<file path="src/acc_pkg.sv">
/*
  Constants for the converter control block: register map, fields,
  reset values and timing figures.
  Assumes a 125 MHz system clock and an Avalon-MM byte-addressed slave.
*/
package acc_pkg;
  // ----------------------------------------------------------------
  // Register byte offsets
  // ----------------------------------------------------------------
  localparam logic [3:0] OFS_CTRL0  = 4'h0;
  localparam logic [3:0] OFS_PCFG   = 4'h4;
  localparam logic [3:0] OFS_RESH   = 4'h8;
  localparam logic [3:0] OFS_RESL   = 4'hC;
  localparam logic [4:0] OFS_STAT   = 5'h10;
  localparam logic [4:0] OFS_MASK   = 5'h14;
  localparam int         ADDR_W     = 5;

  // ----------------------------------------------------------------
  // Control fields
  // ----------------------------------------------------------------
  localparam int CLKSEL_LSB = 6;
  localparam int CHAN_LSB   = 3;
  localparam int GO_BIT     = 2;
  localparam int PWR_BIT    = 0;
  localparam int PCFG_CS_HI = 6;
  localparam logic [7:0] CTRL0_RST = 8'h00;
  localparam logic [7:0] PCFG_RST  = 8'h00;
  localparam logic [7:0] PCFG_MASK = 8'hCF;

  // ----------------------------------------------------------------
  // Timing
  // ----------------------------------------------------------------
  localparam int RES_W        = 10;
  localparam int CONV_PERIODS = 11;
  localparam int CLK_MHZ      = 125;
  localparam real RC_PERIOD_US = 4.0;
  localparam int RC_CYCLES    = int'(RC_PERIOD_US * CLK_MHZ);
  localparam int Q_PHASES     = 4;

  typedef enum logic [1:0] {ST_SAMPLE, ST_CONVERT, ST_SWITCH} acc_state_t;
endpackage

</file>
<file path="src/acc_top.sv">
/*
  Converter control block: control/config registers, conversion clock
  divider, conversion sequencer, result registers and interrupt.
  Assumes a successive-approximation core that takes one bit decision per
  conversion-clock enable on the comparator input, and an analog mux.
*/
`timescale 1ns/100ps

// Overview of operation
// - Three-bit code picks Fosc/2,4,8,16,32,64 or internal RC conversion clock.
// - Channel field bits five to three route analog input n to converter.
// - Writing go starts conversion when powered; bit reads one until hardware clears.
// - Power-on bit zero powers converter; cleared means shut off.
// - Control bit one has no function and reads zero.
// - Each conversion yields an unsigned ten-bit result.
// - Conversion takes eleven conversion-clock periods after acquisition.
// - Result is readable in the cycle right after conversion completes.
// - Converter returns to sampling at the next Q4 phase after conversion, one to four clocks later; a new go is taken only after that phase.
module acc_top (
  input  wire logic                         CLK,
  input  wire logic                         ARST_N,
  input  wire logic [acc_pkg::ADDR_W-1:0]   AVS_ADDRESS,
  input  wire logic                         AVS_READ,
  input  wire logic                         AVS_WRITE,
  input  wire logic [31:0]                  AVS_WRITEDATA,
  input  wire logic [3:0]                   AVS_BYTEENABLE,
  output logic      [31:0]                  AVS_READDATA,
  output logic                              AVS_WAITREQUEST,
  input  wire logic                         COMP_IN,
  output logic      [2:0]                   INPUT_CHANNEL_SEL,
  output logic                              CONVERTER_POWER_ON,
  output logic                              SAMPLE_HOLD,
  output logic      [acc_pkg::RES_W-1:0]    DAC_TRIAL,
  output logic                              IRQ
);

  // ----------------------------------------------------------------
  // Registers and state
  // ----------------------------------------------------------------
  logic [7:0]                 ctrl_q;
  logic [7:0]                 pcfg_q;
  logic [acc_pkg::RES_W-1:0]  res_q;
  logic [acc_pkg::RES_W-1:0]  sar_q;
  logic [3:0]                 bit_q;
  logic [7:0]                 div_q;
  logic [9:0]                 rc_q;
  logic [1:0]                 qph_q;
  logic [1:0]                 stat_q;
  logic [1:0]                 mask_q;
  logic                       ack_q;
  logic [2:0]                 cmp_sync_q;
  logic                       cmp_q;
  acc_pkg::acc_state_t        state_q;

  logic [2:0]  clk_code;
  logic [7:0]  div_end;
  logic        tick;
  logic        wr;
  logic        wr_ctrl;
  logic        wr_pcfg;
  logic        wr_stat;
  logic        wr_mask;
  logic        go_wr;
  logic        done_ev;
  logic        abort_ev;
  logic [31:0] rd_d;

  // Writes commit at the edge where waitrequest is seen low
  assign wr      = AVS_WRITE & AVS_BYTEENABLE[0] & ack_q;
  assign wr_ctrl = wr && AVS_ADDRESS == acc_pkg::ADDR_W'(acc_pkg::OFS_CTRL0);
  assign wr_pcfg = wr && AVS_ADDRESS == acc_pkg::ADDR_W'(acc_pkg::OFS_PCFG);
  assign wr_stat = wr && AVS_ADDRESS == acc_pkg::OFS_STAT;
  assign wr_mask = wr && AVS_ADDRESS == acc_pkg::OFS_MASK;
  assign go_wr   = wr_ctrl && AVS_WRITEDATA[acc_pkg::GO_BIT];

  // ----------------------------------------------------------------
  // Conversion clock select
  // ----------------------------------------------------------------
  assign clk_code = {pcfg_q[acc_pkg::PCFG_CS_HI], ctrl_q[7:6]};

  always_comb begin
    case (clk_code)
      3'h0:    div_end = 8'h01;
      3'h1:    div_end = 8'h07;
      3'h2:    div_end = 8'h1F;
      3'h4:    div_end = 8'h03;
      3'h5:    div_end = 8'h0F;
      3'h6:    div_end = 8'h3F;
      default: div_end = 8'h00;
    endcase
  end

  always_ff @(posedge CLK or negedge ARST_N) begin
    if (!ARST_N)
      div_q <= 8'h00;
    else if (state_q != acc_pkg::ST_CONVERT)
      div_q <= 8'h00;
    else
      div_q <= (div_q >= div_end) ? 8'h00 : div_q + 8'h01;
  end

  // Internal RC conversion clock stand-in
  always_ff @(posedge CLK or negedge ARST_N) begin
    if (!ARST_N)
      rc_q <= 10'h000;
    else if (state_q != acc_pkg::ST_CONVERT)
      rc_q <= 10'h000;
    else
      rc_q <= (rc_q == 10'(acc_pkg::RC_CYCLES - 1)) ? 10'h000 : rc_q + 10'h001;
  end

  assign tick = (clk_code[1:0] == 2'b11)
              ? (rc_q == 10'(acc_pkg::RC_CYCLES - 1))
              : (div_q >= div_end);

  // ----------------------------------------------------------------
  // Comparator input synchroniser
  // ----------------------------------------------------------------
  always_ff @(posedge CLK or negedge ARST_N) begin
    if (!ARST_N) begin
      cmp_sync_q <= 3'h0;
      cmp_q      <= 1'b0;
    end else begin
      cmp_sync_q <= {cmp_sync_q[1:0], COMP_IN};
      // Change taken once the last two stages agree
      if (cmp_sync_q[2] == cmp_sync_q[1])
        cmp_q <= cmp_sync_q[2];
    end
  end

  // ----------------------------------------------------------------
  // Device clock phase counter
  // ----------------------------------------------------------------
  always_ff @(posedge CLK or negedge ARST_N) begin
    if (!ARST_N)
      qph_q <= 2'h0;
    else
      qph_q <= qph_q + 2'h1;
  end

  // ----------------------------------------------------------------
  // Sequencer: one period for sample capture, ten bit trials
  // ----------------------------------------------------------------
  // Each bit decision waits on the comparator synchroniser, about six
  // clocks: conversion clocks faster than that lose bits
  assign done_ev  = state_q == acc_pkg::ST_CONVERT && tick
                    && bit_q == 4'(acc_pkg::CONV_PERIODS - 1);
  assign abort_ev = state_q == acc_pkg::ST_CONVERT && !ctrl_q[acc_pkg::PWR_BIT];

  always_ff @(posedge CLK or negedge ARST_N) begin
    if (!ARST_N) begin
      state_q <= acc_pkg::ST_SAMPLE;
      bit_q   <= 4'h0;
      sar_q   <= '0;
    end else begin
      case (state_q)
        acc_pkg::ST_SAMPLE: begin
          if (go_wr && ctrl_q[acc_pkg::PWR_BIT]) begin
            state_q <= acc_pkg::ST_CONVERT;
            bit_q   <= 4'h0;
            sar_q   <= '0;
          end
        end
        acc_pkg::ST_CONVERT: begin
          // Power loss abandons the conversion
          if (abort_ev)
            state_q <= acc_pkg::ST_SAMPLE;
          else if (tick) begin
            bit_q <= bit_q + 4'h1;
            if (bit_q != 4'h0)
              sar_q[acc_pkg::RES_W - 32'(bit_q)] <= cmp_q;
            if (done_ev)
              state_q <= acc_pkg::ST_SWITCH;
          end
        end
        acc_pkg::ST_SWITCH: begin
          if (qph_q == 2'(acc_pkg::Q_PHASES - 1))
            state_q <= acc_pkg::ST_SAMPLE;
        end
        default: state_q <= acc_pkg::ST_SAMPLE;
      endcase
    end
  end

  // ----------------------------------------------------------------
  // Control registers
  // ----------------------------------------------------------------
  always_ff @(posedge CLK or negedge ARST_N) begin
    if (!ARST_N) begin
      ctrl_q <= acc_pkg::CTRL0_RST;
    end else begin
      if (wr_ctrl) begin
        ctrl_q[7:3]              <= AVS_WRITEDATA[7:3];
        ctrl_q[acc_pkg::PWR_BIT] <= AVS_WRITEDATA[0];
      end
      if (done_ev || abort_ev)
        ctrl_q[acc_pkg::GO_BIT] <= 1'b0;
      else if (go_wr && ctrl_q[acc_pkg::PWR_BIT] && state_q == acc_pkg::ST_SAMPLE)
        ctrl_q[acc_pkg::GO_BIT] <= 1'b1;
      ctrl_q[1] <= 1'b0;
    end
  end

  always_ff @(posedge CLK or negedge ARST_N) begin
    if (!ARST_N)
      pcfg_q <= acc_pkg::PCFG_RST;
    else if (wr_pcfg)
      pcfg_q <= AVS_WRITEDATA[7:0] & acc_pkg::PCFG_MASK;
  end

  always_ff @(posedge CLK or negedge ARST_N) begin
    if (!ARST_N)
      mask_q <= 2'h0;
    else if (wr_mask)
      mask_q <= AVS_WRITEDATA[1:0];
  end

  // ----------------------------------------------------------------
  // Result capture and interrupt status
  // ----------------------------------------------------------------
  always_ff @(posedge CLK or negedge ARST_N) begin
    if (!ARST_N)
      res_q <= '0;
    else if (done_ev)
      res_q <= {sar_q[acc_pkg::RES_W-1:1], cmp_q};
  end

  always_ff @(posedge CLK or negedge ARST_N) begin
    if (!ARST_N)
      stat_q <= 2'h0;
    else begin
      // A set in the same cycle overrides the clear
      if (wr_stat)
        stat_q <= stat_q & ~AVS_WRITEDATA[1:0];
      if (done_ev)
        stat_q[0] <= 1'b1;
      if (abort_ev)
        stat_q[1] <= 1'b1;
    end
  end

  // ----------------------------------------------------------------
  // Avalon slave: one wait state on every access
  // ----------------------------------------------------------------
  always_comb begin
    case (AVS_ADDRESS)
      acc_pkg::ADDR_W'(acc_pkg::OFS_CTRL0): rd_d = {24'h0, ctrl_q};
      acc_pkg::ADDR_W'(acc_pkg::OFS_PCFG):  rd_d = {24'h0, pcfg_q};
      acc_pkg::ADDR_W'(acc_pkg::OFS_RESH):  rd_d = {30'h0, res_q[9:8]};
      acc_pkg::ADDR_W'(acc_pkg::OFS_RESL):  rd_d = {24'h0, res_q[7:0]};
      acc_pkg::OFS_STAT:                    rd_d = {30'h0, stat_q};
      acc_pkg::OFS_MASK:                    rd_d = {30'h0, mask_q};
      default:                              rd_d = 32'h0;
    endcase
  end

  always_ff @(posedge CLK or negedge ARST_N) begin
    if (!ARST_N) begin
      ack_q        <= 1'b0;
      AVS_READDATA <= 32'h0;
    end else begin
      ack_q <= (AVS_READ | AVS_WRITE) & ~ack_q;
      if (AVS_READ && !ack_q)
        AVS_READDATA <= rd_d;
    end
  end

  always_ff @(posedge CLK or negedge ARST_N) begin
    if (!ARST_N)
      AVS_WAITREQUEST <= 1'b1;
    else
      AVS_WAITREQUEST <= ~((AVS_READ | AVS_WRITE) & ~ack_q);
  end

  // ----------------------------------------------------------------
  // Outputs
  // ----------------------------------------------------------------
  always_ff @(posedge CLK or negedge ARST_N) begin
    if (!ARST_N) begin
      INPUT_CHANNEL_SEL  <= 3'h0;
      CONVERTER_POWER_ON <= 1'b0;
      SAMPLE_HOLD        <= 1'b0;
      DAC_TRIAL          <= '0;
    end else begin
      INPUT_CHANNEL_SEL  <= ctrl_q[5:3];
      CONVERTER_POWER_ON <= ctrl_q[acc_pkg::PWR_BIT];
      SAMPLE_HOLD        <= state_q == acc_pkg::ST_CONVERT;
      DAC_TRIAL          <= sar_q | (bit_q == 4'h0 ? 10'h000
                            : 10'(10'h200 >> (bit_q - 4'h1)));
    end
  end

  always_ff @(posedge CLK or negedge ARST_N) begin
    if (!ARST_N)
      IRQ <= 1'b0;
    else
      IRQ <= |(stat_q & mask_q);
  end

endmodule

</file>
<file path="config.mk">
export PLATFORM = sky130hd
export DESIGN_NAME = acc_top
export DESIGN_NICKNAME = d
export VERILOG_FILES = /design/src/acc_pkg.sv /design/src/acc_top.sv
export SDC_FILE = /design/constraint.sdc
export NUM_CORES = 1
export LEC_CHECK = 0
export BUFFER_PORTS_ARGS = -buffer_cell sky130_fd_sc_hd__buf_2
export CAP_MARGIN = 10
export CORE_ASPECT_RATIO = 2
export CORE_MARGIN = 4
export CORE_UTILIZATION = 32
export DETAILED_ROUTE_END_ITERATION = 6
export SYNTH_ARGS = -nofsm -noshare
export SYNTH_HDL_FRONTEND = slang
export SYNTH_SLANG_ARGS = --single-unit
</file>
<file path="constraint.sdc">
create_clock -name CLK -period 5.09 [get_ports CLK]
set_input_delay 0 -clock CLK [delete_from_list [all_inputs] [get_ports CLK]]
set_output_delay 0 -clock CLK [all_outputs]
set_load 0.01 [all_outputs]
</file>
==> summary.json, run 1 <==
{
  "finish": {
    "drive_gt1_share_pct": 20.8,
    "layout_area_overhead_pct": 15.7,
    "post_layout_net_count": 538,
    "antenna_cells_inserted": 0,
    "layout_common_cells": "92 x dfrtp_1, 42 x buf_2, 40 x nand2_1, 27 x mux2_2",
    "mostFrequentLayoutCell": "dfrtp_1"
  },
  "detailed_routing": {
    "drt-pass1-iter-count": 4,
    "drt_wl_total_mm": 10.4,
    "avgViaCountPerCell": 4.93,
    "drc": 0,
    "num_vias": 3318,
    "drtAntennaViolNets": 0,
    "drt_iter0_drc": 238,
    "wirelength_per_cell_um": 15.5
  },
  "yosys": {
    "synth_area_leaders": "dfrtp_1 49%, mux2_2 6.5%, ha_1 4.3%",
    "synth_ff_type": "dfrtp_1",
    "synth-edff-count": 0,
    "synth_seq_cells": 93,
    "seq_area_frac_synth_pct": 49.8,
    "async_flop_share_pct": 100,
    "syn_inst": 427,
    "synth_top_area_share_pct": 49.2,
    "mappedNetlistArea_um2": 4680,
    "post_synth.cell_area_avg_um2": 11.0,
    "netlist-cell-type-count": 61,
    "ys_warn_count": 0,
    "synth_area_leader_cell": "dfrtp_1"
  },
  "timing": {
    "period_needed_ns": 2.81,
    "achievable-frequency_mhz": 356,
    "maximum_clock_skew_at_final_layout_ns": 0.00953,
    "final.hold.worst_slack_ns": 0.0389,
    "timing_hold_violations_final": 0,
    "worst_max_slew_pin_slew_ns": 1.02,
    "final-max-slew-violation-count": 0,
    "relSlewSlack_pct": 32.1,
    "total_of_endpoints_with_negative_setup_slack_in_the_final_report": 0,
    "layout_worst_path_cycle_share_pct": 55.2,
    "timing.setup.tns_ns": 0,
    "grt_setup_unrepaired": "false"
  },
  "power": {
    "switching_fraction_pct": 22.8,
    "power.combinational.fraction_pct": 5.9,
    "internal_power_mw": 1.23,
    "p_clk_share_pct": 45.6,
    "pwr_density_cell_nw_per_um2": 294,
    "total_switching_power_mw": 0.364,
    "irDropWorstVdd_mv": 0.144,
    "p_leak_nw": 2.66,
    "power.share.sequential_pct": 48.5
  },
  "floorplanning": {
    "dieWidth_um": 93.5,
    "initial_utilization_pct": 32.6,
    "fp.dieArea_um2": 16700,
    "core-area_um2": 14400,
    "num_rows": 62,
    "top_level_ports": 95,
    "floorplan.die.height_um": 179
  },
  "setup_path": {
    "end_kind": "register",
    "required_time_of_the_critical_path_ns": 5.30,
    "worst_setup_path_start_kind": "register",
    "worstPathMaxFanout": 21,
    "worst_ep_arrival_time_ns": 3.02,
    "regToRegEndpoint": "sar_q[9]$_DFFE_PN0P_",
    "crit_path_cell_trace": "and4bb_2 > nand4_1 > a2111oi_2 > o2111a_1 > o21ai_0",
    "crit_start": "ctrl_q[0]$_DFFE_PN0P_",
    "timing.rr.start": "ctrl_q[0]$_DFFE_PN0P_",
    "crit_path_max_incr_delay_ns": 0.78,
    "reg2reg_setup_slack_ns": 2.28,
    "reg2reg_depth": 5,
    "worst_setup_path_endpoint": "sar_q[9]$_DFFE_PN0P_",
    "worst_path_max_delay_cell": "nand4_1",
    "critical_path_class": "register to register"
  },
  "global_route": {
    "grt_first_pass_wirelength_mm": 17.0,
    "grt_overflow_total": 0,
    "largest_net_degree_at_the_start_of_global_routing": 82,
    "track_usage_pct": 13.0,
    "grt_antenna_before_repair": 0,
    "grt_pass1_vias": 3419
  },
  "clock_tree": {
    "tritoncts": "yes",
    "cts-buffers-inserted": 9,
    "root_cell_of_the_clock_tree": "clkbuf_16",
    "cts.htree.levels": 3,
    "clkSlewWorstSetupHoldPaths_ns": 0.07,
    "cts-root-to-sink-buffers": 2,
    "cts-resized-gates": 0,
    "clock_insertion_delay_worst_skew_ns": 0.34,
    "clock-sinks": 93
  },
  "placed_design": {
    "port_buffers": 43,
    "hpwlAfterDp_mm": 7.80,
    "gp_congestion": 0.858
  },
  "worst_hold_path": {
    "timing.hold.worst.class": "primary input to async pin"
  },
  "flow_run": {
    "max_cap_viol_count": 0
  },
  "outcome": {
    "status": "complete, no violations"
  }
}
[cell usage after synthesis, drive strengths merged, types with 5 or more instances]
cell,number
a21o,15
nand3,10
nand2,40
o2111ai,7
o211ai,5
o21ai,24
a22o,6
and3,8
xor2,7
a221oi,6
ha,16
xnor2,7
a21oi,14
dfrtp,92
buf,31
mux2i,8
inv,11
clkbuf,12
mux2,27
nor2,26
[kinds of logic after synthesis]
group	Yosys count	share of synthesized area, %
compound gates	95	15.3
mux	35	8.21
other cells	1	0.0801
xor+xnor	14	2.62
fa+ha+maj	17	4.49
flops	93	49.8
simple gates	117	12.8
buf+inv	55	6.74
[cell type report]
class	instances	area, um^2
inverters	12	45.0
clock buffers	9	225
clock inverters	7	97.6
flip-flops and latches	93	2330
multi-input cells	303	2130
well taps	192	240
fillers	1430	8940
repair buffers	57	353
[layer usage]
metal / vias up / GRT usage (%) / routed length, um
li1: 1585 / - / -
met1: 1602 / 13.2 / 3690
met2: 103 / 23.8 / 5770
met3: 28 / 2.81 / 527
met4: 0 / 7.89 / 407
met5: - / 0 / 0
[power groups by stage]
stage | Combinational (mW) | Clock (mW) | Sequential, mW
after floorplan | 0.0628 | 0 | 0.783
after CTS | 0.0965 | 0.741 | 0.772
after global placement | 0.0863 | 0 | 0.784
after global routing | 0.107 | 0.773 | 0.773
after detailed placement | 0.0894 | 0 | 0.786
final | 0.0944 | 0.725 | 0.772
[worst min-delay path by stage]
stage                     depth (start not counted)  startpoint  slack [ns]                     endpoint
after floorplan                                   0      ARST_N       -0.30  AVS_READDATA[0]$_DFFE_PN0P_
after global placement                            1      ARST_N       -0.16                IRQ$_DFF_PN0_
after detailed placement                          1      ARST_N       -0.15        ctrl_q[0]$_DFFE_PN0P_
after CTS                                         2      ARST_N        0.03        ctrl_q[0]$_DFFE_PN0P_
after global routing                              2      ARST_N        0.06        ctrl_q[0]$_DFFE_PN0P_
final                                             2      ARST_N        0.04        ctrl_q[0]$_DFFE_PN0P_
[flip-flops by register name, summed over array words and instances (netlist names), 6 cells and up]
name / count
ctrl_q: 7
sar_q: 10
res_q: 10
DAC_TRIAL: 10
AVS_READDATA: 8
rc_q: 10
pcfg_q: 6
div_q: 8
[timing repair]
| action | CTS | global route |
|---|---|---|
| endpoints found under the hold margin | 30 | 0 |
| hold buffers | 12 | 0 |
| buffers inserted | 0 | 0 |
[critical path: cells and delay by family (launching register included)]
family	cells	cell delay [ns]
and+or+nand+nor	2	1.07
AOI/OAI and AO/OA	3	1.03
DFF	1	0.57
[per-stage QoR]
step	cells	setup WS (ns)	cell area, um^2	power, mW	util, %
2_1_floorplan	451	2.64	4770	0.846	-
3_3_place_gp	645	2.32	4970	0.871	34.6
3_5_place_dp	645	2.28	4970	0.875	34.6
4_1_cts	673	2.27	5420	1.61	37.7
5_1_grt	673	2.06	5420	1.65	37.7
6_report	673	2.28	5420	1.59	37.7
(Power assumes the default switching activity.)
==> run 2, diff against run 1 <==
==> constraint.sdc (replaced) <==
create_clock -name CLK -period 2.2 [get_ports CLK]
set_input_delay 0 -clock CLK [delete_from_list [all_inputs] [get_ports CLK]]
set_output_delay 0 -clock CLK [all_outputs]
set_load 0.01 [all_outputs]
==> summary.json, run 2 (same netlist as run 1, synthesis figures left out) <==
{
  "floorplanning": {
    "initial_utilization_pct": 32.6,
    "num_rows": 62,
    "dieWidth_um": 93.5,
    "top_level_ports": 95,
    "fp.dieArea_um2": 16700,
    "floorplan.die.height_um": 179,
    "core-area_um2": 14400
  },
  "timing": {
    "layout_worst_path_cycle_share_pct": 110,
    "period_needed_ns": 2.42,
    "achievable-frequency_mhz": 413,
    "timing_hold_violations_final": 0,
    "worst_max_slew_pin_slew_ns": 0.557,
    "total_of_endpoints_with_negative_setup_slack_in_the_final_report": 27,
    "postLayoutSetupSlackWorst_ns": -0.222,
    "maximum_clock_skew_at_final_layout_ns": 0.00761,
    "relSlewSlack_pct": 62.4,
    "timing.setup.tns_ns": -4.40,
    "grt_setup_unrepaired": "true",
    "final-max-slew-violation-count": 0
  },
  "finish": {
    "layout_common_cells": "91 x dfrtp_1, 42 x buf_2, 38 x nand2_1, 36 x buf_4, 27 x mux2_2",
    "antenna_cells_inserted": 0,
    "layout_area_overhead_pct": 26.1,
    "layoutNonFillerInstCount": 714,
    "finalInstanceArea_um2": 5900,
    "post_layout_net_count": 579,
    "drive_gt1_share_pct": 31.0,
    "fill_cells": 1371,
    "mostFrequentLayoutCell": "dfrtp_1"
  },
  "detailed_routing": {
    "drt-pass1-iter-count": 6,
    "drt_wl_total_mm": 11.3,
    "drtAntennaViolNets": 0,
    "drc": 0,
    "drt_iter0_drc": 154,
    "wirelength_per_cell_um": 15.8,
    "num_vias": 3574,
    "avgViaCountPerCell": 5.01
  },
  "setup_path": {
    "reg2reg_setup_slack_ns": -0.22,
    "worst_setup_path_start_kind": "register",
    "worstPathMaxFanout": 12,
    "regToRegEndpoint": "stat_q[0]$_DFFE_PN0P_",
    "cp.buffers_inverters": 3,
    "required_time_of_the_critical_path_ns": 2.43,
    "cp_top_family": "compound AO/OA/AOI/OAI gates",
    "end_kind": "register",
    "worst_setup_path_endpoint": "stat_q[0]$_DFFE_PN0P_",
    "critical_path_class": "register to register",
    "reg2reg_depth": 10,
    "timing.rr.start": "ctrl_q[7]$_DFFE_PN0P_",
    "worst_ep_arrival_time_ns": 2.65,
    "crit_cells": 10,
    "crit_start": "ctrl_q[7]$_DFFE_PN0P_",
    "worst_path_max_delay_cell": "a2111o_1",
    "crit_path_max_incr_delay_ns": 0.47,
    "crit_path_cell_trace": "or3_1 > nand2_1 > ha_1 > a2111o_1 > buf_6 > nand3_2 > a21oi_4 > buf_12 > buf_4 > a21o_1"
  },
  "placed_design": {
    "hpwlAfterDp_mm": 8.44,
    "placedCellCount": 682,
    "dpl_cell_area_um2": 5290,
    "gp_congestion": 0.820,
    "port_buffers": 43
  },
  "outcome": {
    "violations": "negative setup slack",
    "status": "finished, violations left"
  },
  "clock_tree": {
    "clock_insertion_delay_worst_skew_ns": 0.34,
    "tritoncts": "yes",
    "cts-buffers-inserted": 9,
    "clock-sinks": 93,
    "root_cell_of_the_clock_tree": "clkbuf_16",
    "cts-root-to-sink-buffers": 2,
    "clkSlewWorstSetupHoldPaths_ns": 0.07,
    "cts.htree.levels": 3
  },
  "global_route": {
    "grt_pass1_vias": 3750,
    "largest_net_degree_at_the_start_of_global_routing": 44,
    "track_usage_pct": 13.7,
    "grt_first_pass_wirelength_mm": 18.0,
    "grt_antenna_before_repair": 0,
    "grt_overflow_total": 0
  },
  "power": {
    "design_power_total_mw": 3.83,
    "pwr_density_cell_nw_per_um2": 650,
    "irDropWorstVdd_mv": 0.327,
    "p_leak_nw": 2.92
  },
  "worst_hold_path": {
    "timing.hold.worst.class": "primary input to async pin"
  },
  "flow_run": {
    "max_cap_viol_count": 0
  }
}
## run 2: cell type report
| class | instances | area (um^2) | share of cell area, % |
|---|---|---|---|
| flip-flops and latches | 93 | 2330 | 39.5 |
| multi-input cells | 304 | 2240 | 38.0 |
| repair buffers | 97 | 697 | 11.8 |
| well taps | 192 | 240 | 4.07 |
| clock buffers | 9 | 225 | 3.82 |
| clock inverters | 7 | 121 | 2.06 |
| inverters | 12 | 45.0 | 0.763 |
## run 2: how the worst min path moves through the flow
stage | start | to | slack, ns | cells after the start
final | ARST_N | CONVERTER_POWER_ON$_DFF_PN0_ | 0.15 | 2
after detailed placement | ARST_N | IRQ$_DFF_PN0_ | -0.02 | 1
after global routing | AVS_ADDRESS[2] | mask_q[1]$_DFFE_PN0P_ | 0.17 | 3
after global placement | ARST_N | IRQ$_DFF_PN0_ | -0.02 | 1
after CTS | AVS_ADDRESS[2] | stat_q[1]$_DFFE_PN0P_ | 0.13 | 4
after floorplan | ARST_N | AVS_READDATA[0]$_DFFE_PN0P_ | -0.30 | 0
## run 2: stage by stage
step	util [%]	setup WS, ns	hold slack [ns]
floorplan	-	-0.148	-0.296
finish	41.1	-0.222	0.155
CTS	40.7	-0.153	0.135
global route	41.1	-0.304	0.170
global placement	36.9	-0.241	-0.0150
detailed placement	36.9	-0.328	-0.0174
## run 2: layer usage
| layer | part of all wire (%) | GRT usage (%) | wire length [um] | vias to the layer above |
|---|---|---|---|---|
| met1 | 34 | 13.3 | 3860 | 1748 |
| met5 | 0 | 0 | 0 | - |
| met3 | 5.0 | 2.31 | 564 | 39 |
| met4 | 5.7 | 8.32 | 648 | 0 |
| li1 | - | - | - | 1668 |
| met2 | 55 | 26.2 | 6200 | 119 |
## run 2: power by group
group | switching (mW) | internal (mW) | total (mW)
Combinational | 0.157 | 0.119 | 0.276
Sequential | 0.0272 | 1.75 | 1.78
Clock | 0.661 | 1.12 | 1.78
Total | 0.846 | 2.99 | 3.83
## run 2: worst reg2reg max path: stages (launching register included)
cell,delay (ns)
dfrtp_1,0.43
or3_1,0.37
nand2_1,0.08
ha_1,0.22
a2111o_1,0.47
buf_6,0.17
nand3_2,0.08
a21oi_4,0.07
buf_12,0.15
buf_4,0.14
a21o_1,0.15
## run 2: what timing repair did
| action | CTS | global route |
|---|---|---|
| hold buffers | 12 | 0 |
| endpoints found under the setup margin | 34 | 35 |
| pin swaps | 3 | 10 |
| hold endpoints to repair | 50 | 0 |
| cloned | 0 | 1 |
| gates resized for setup | 9 | 19 |
| buffers inserted | 4 | 0 |
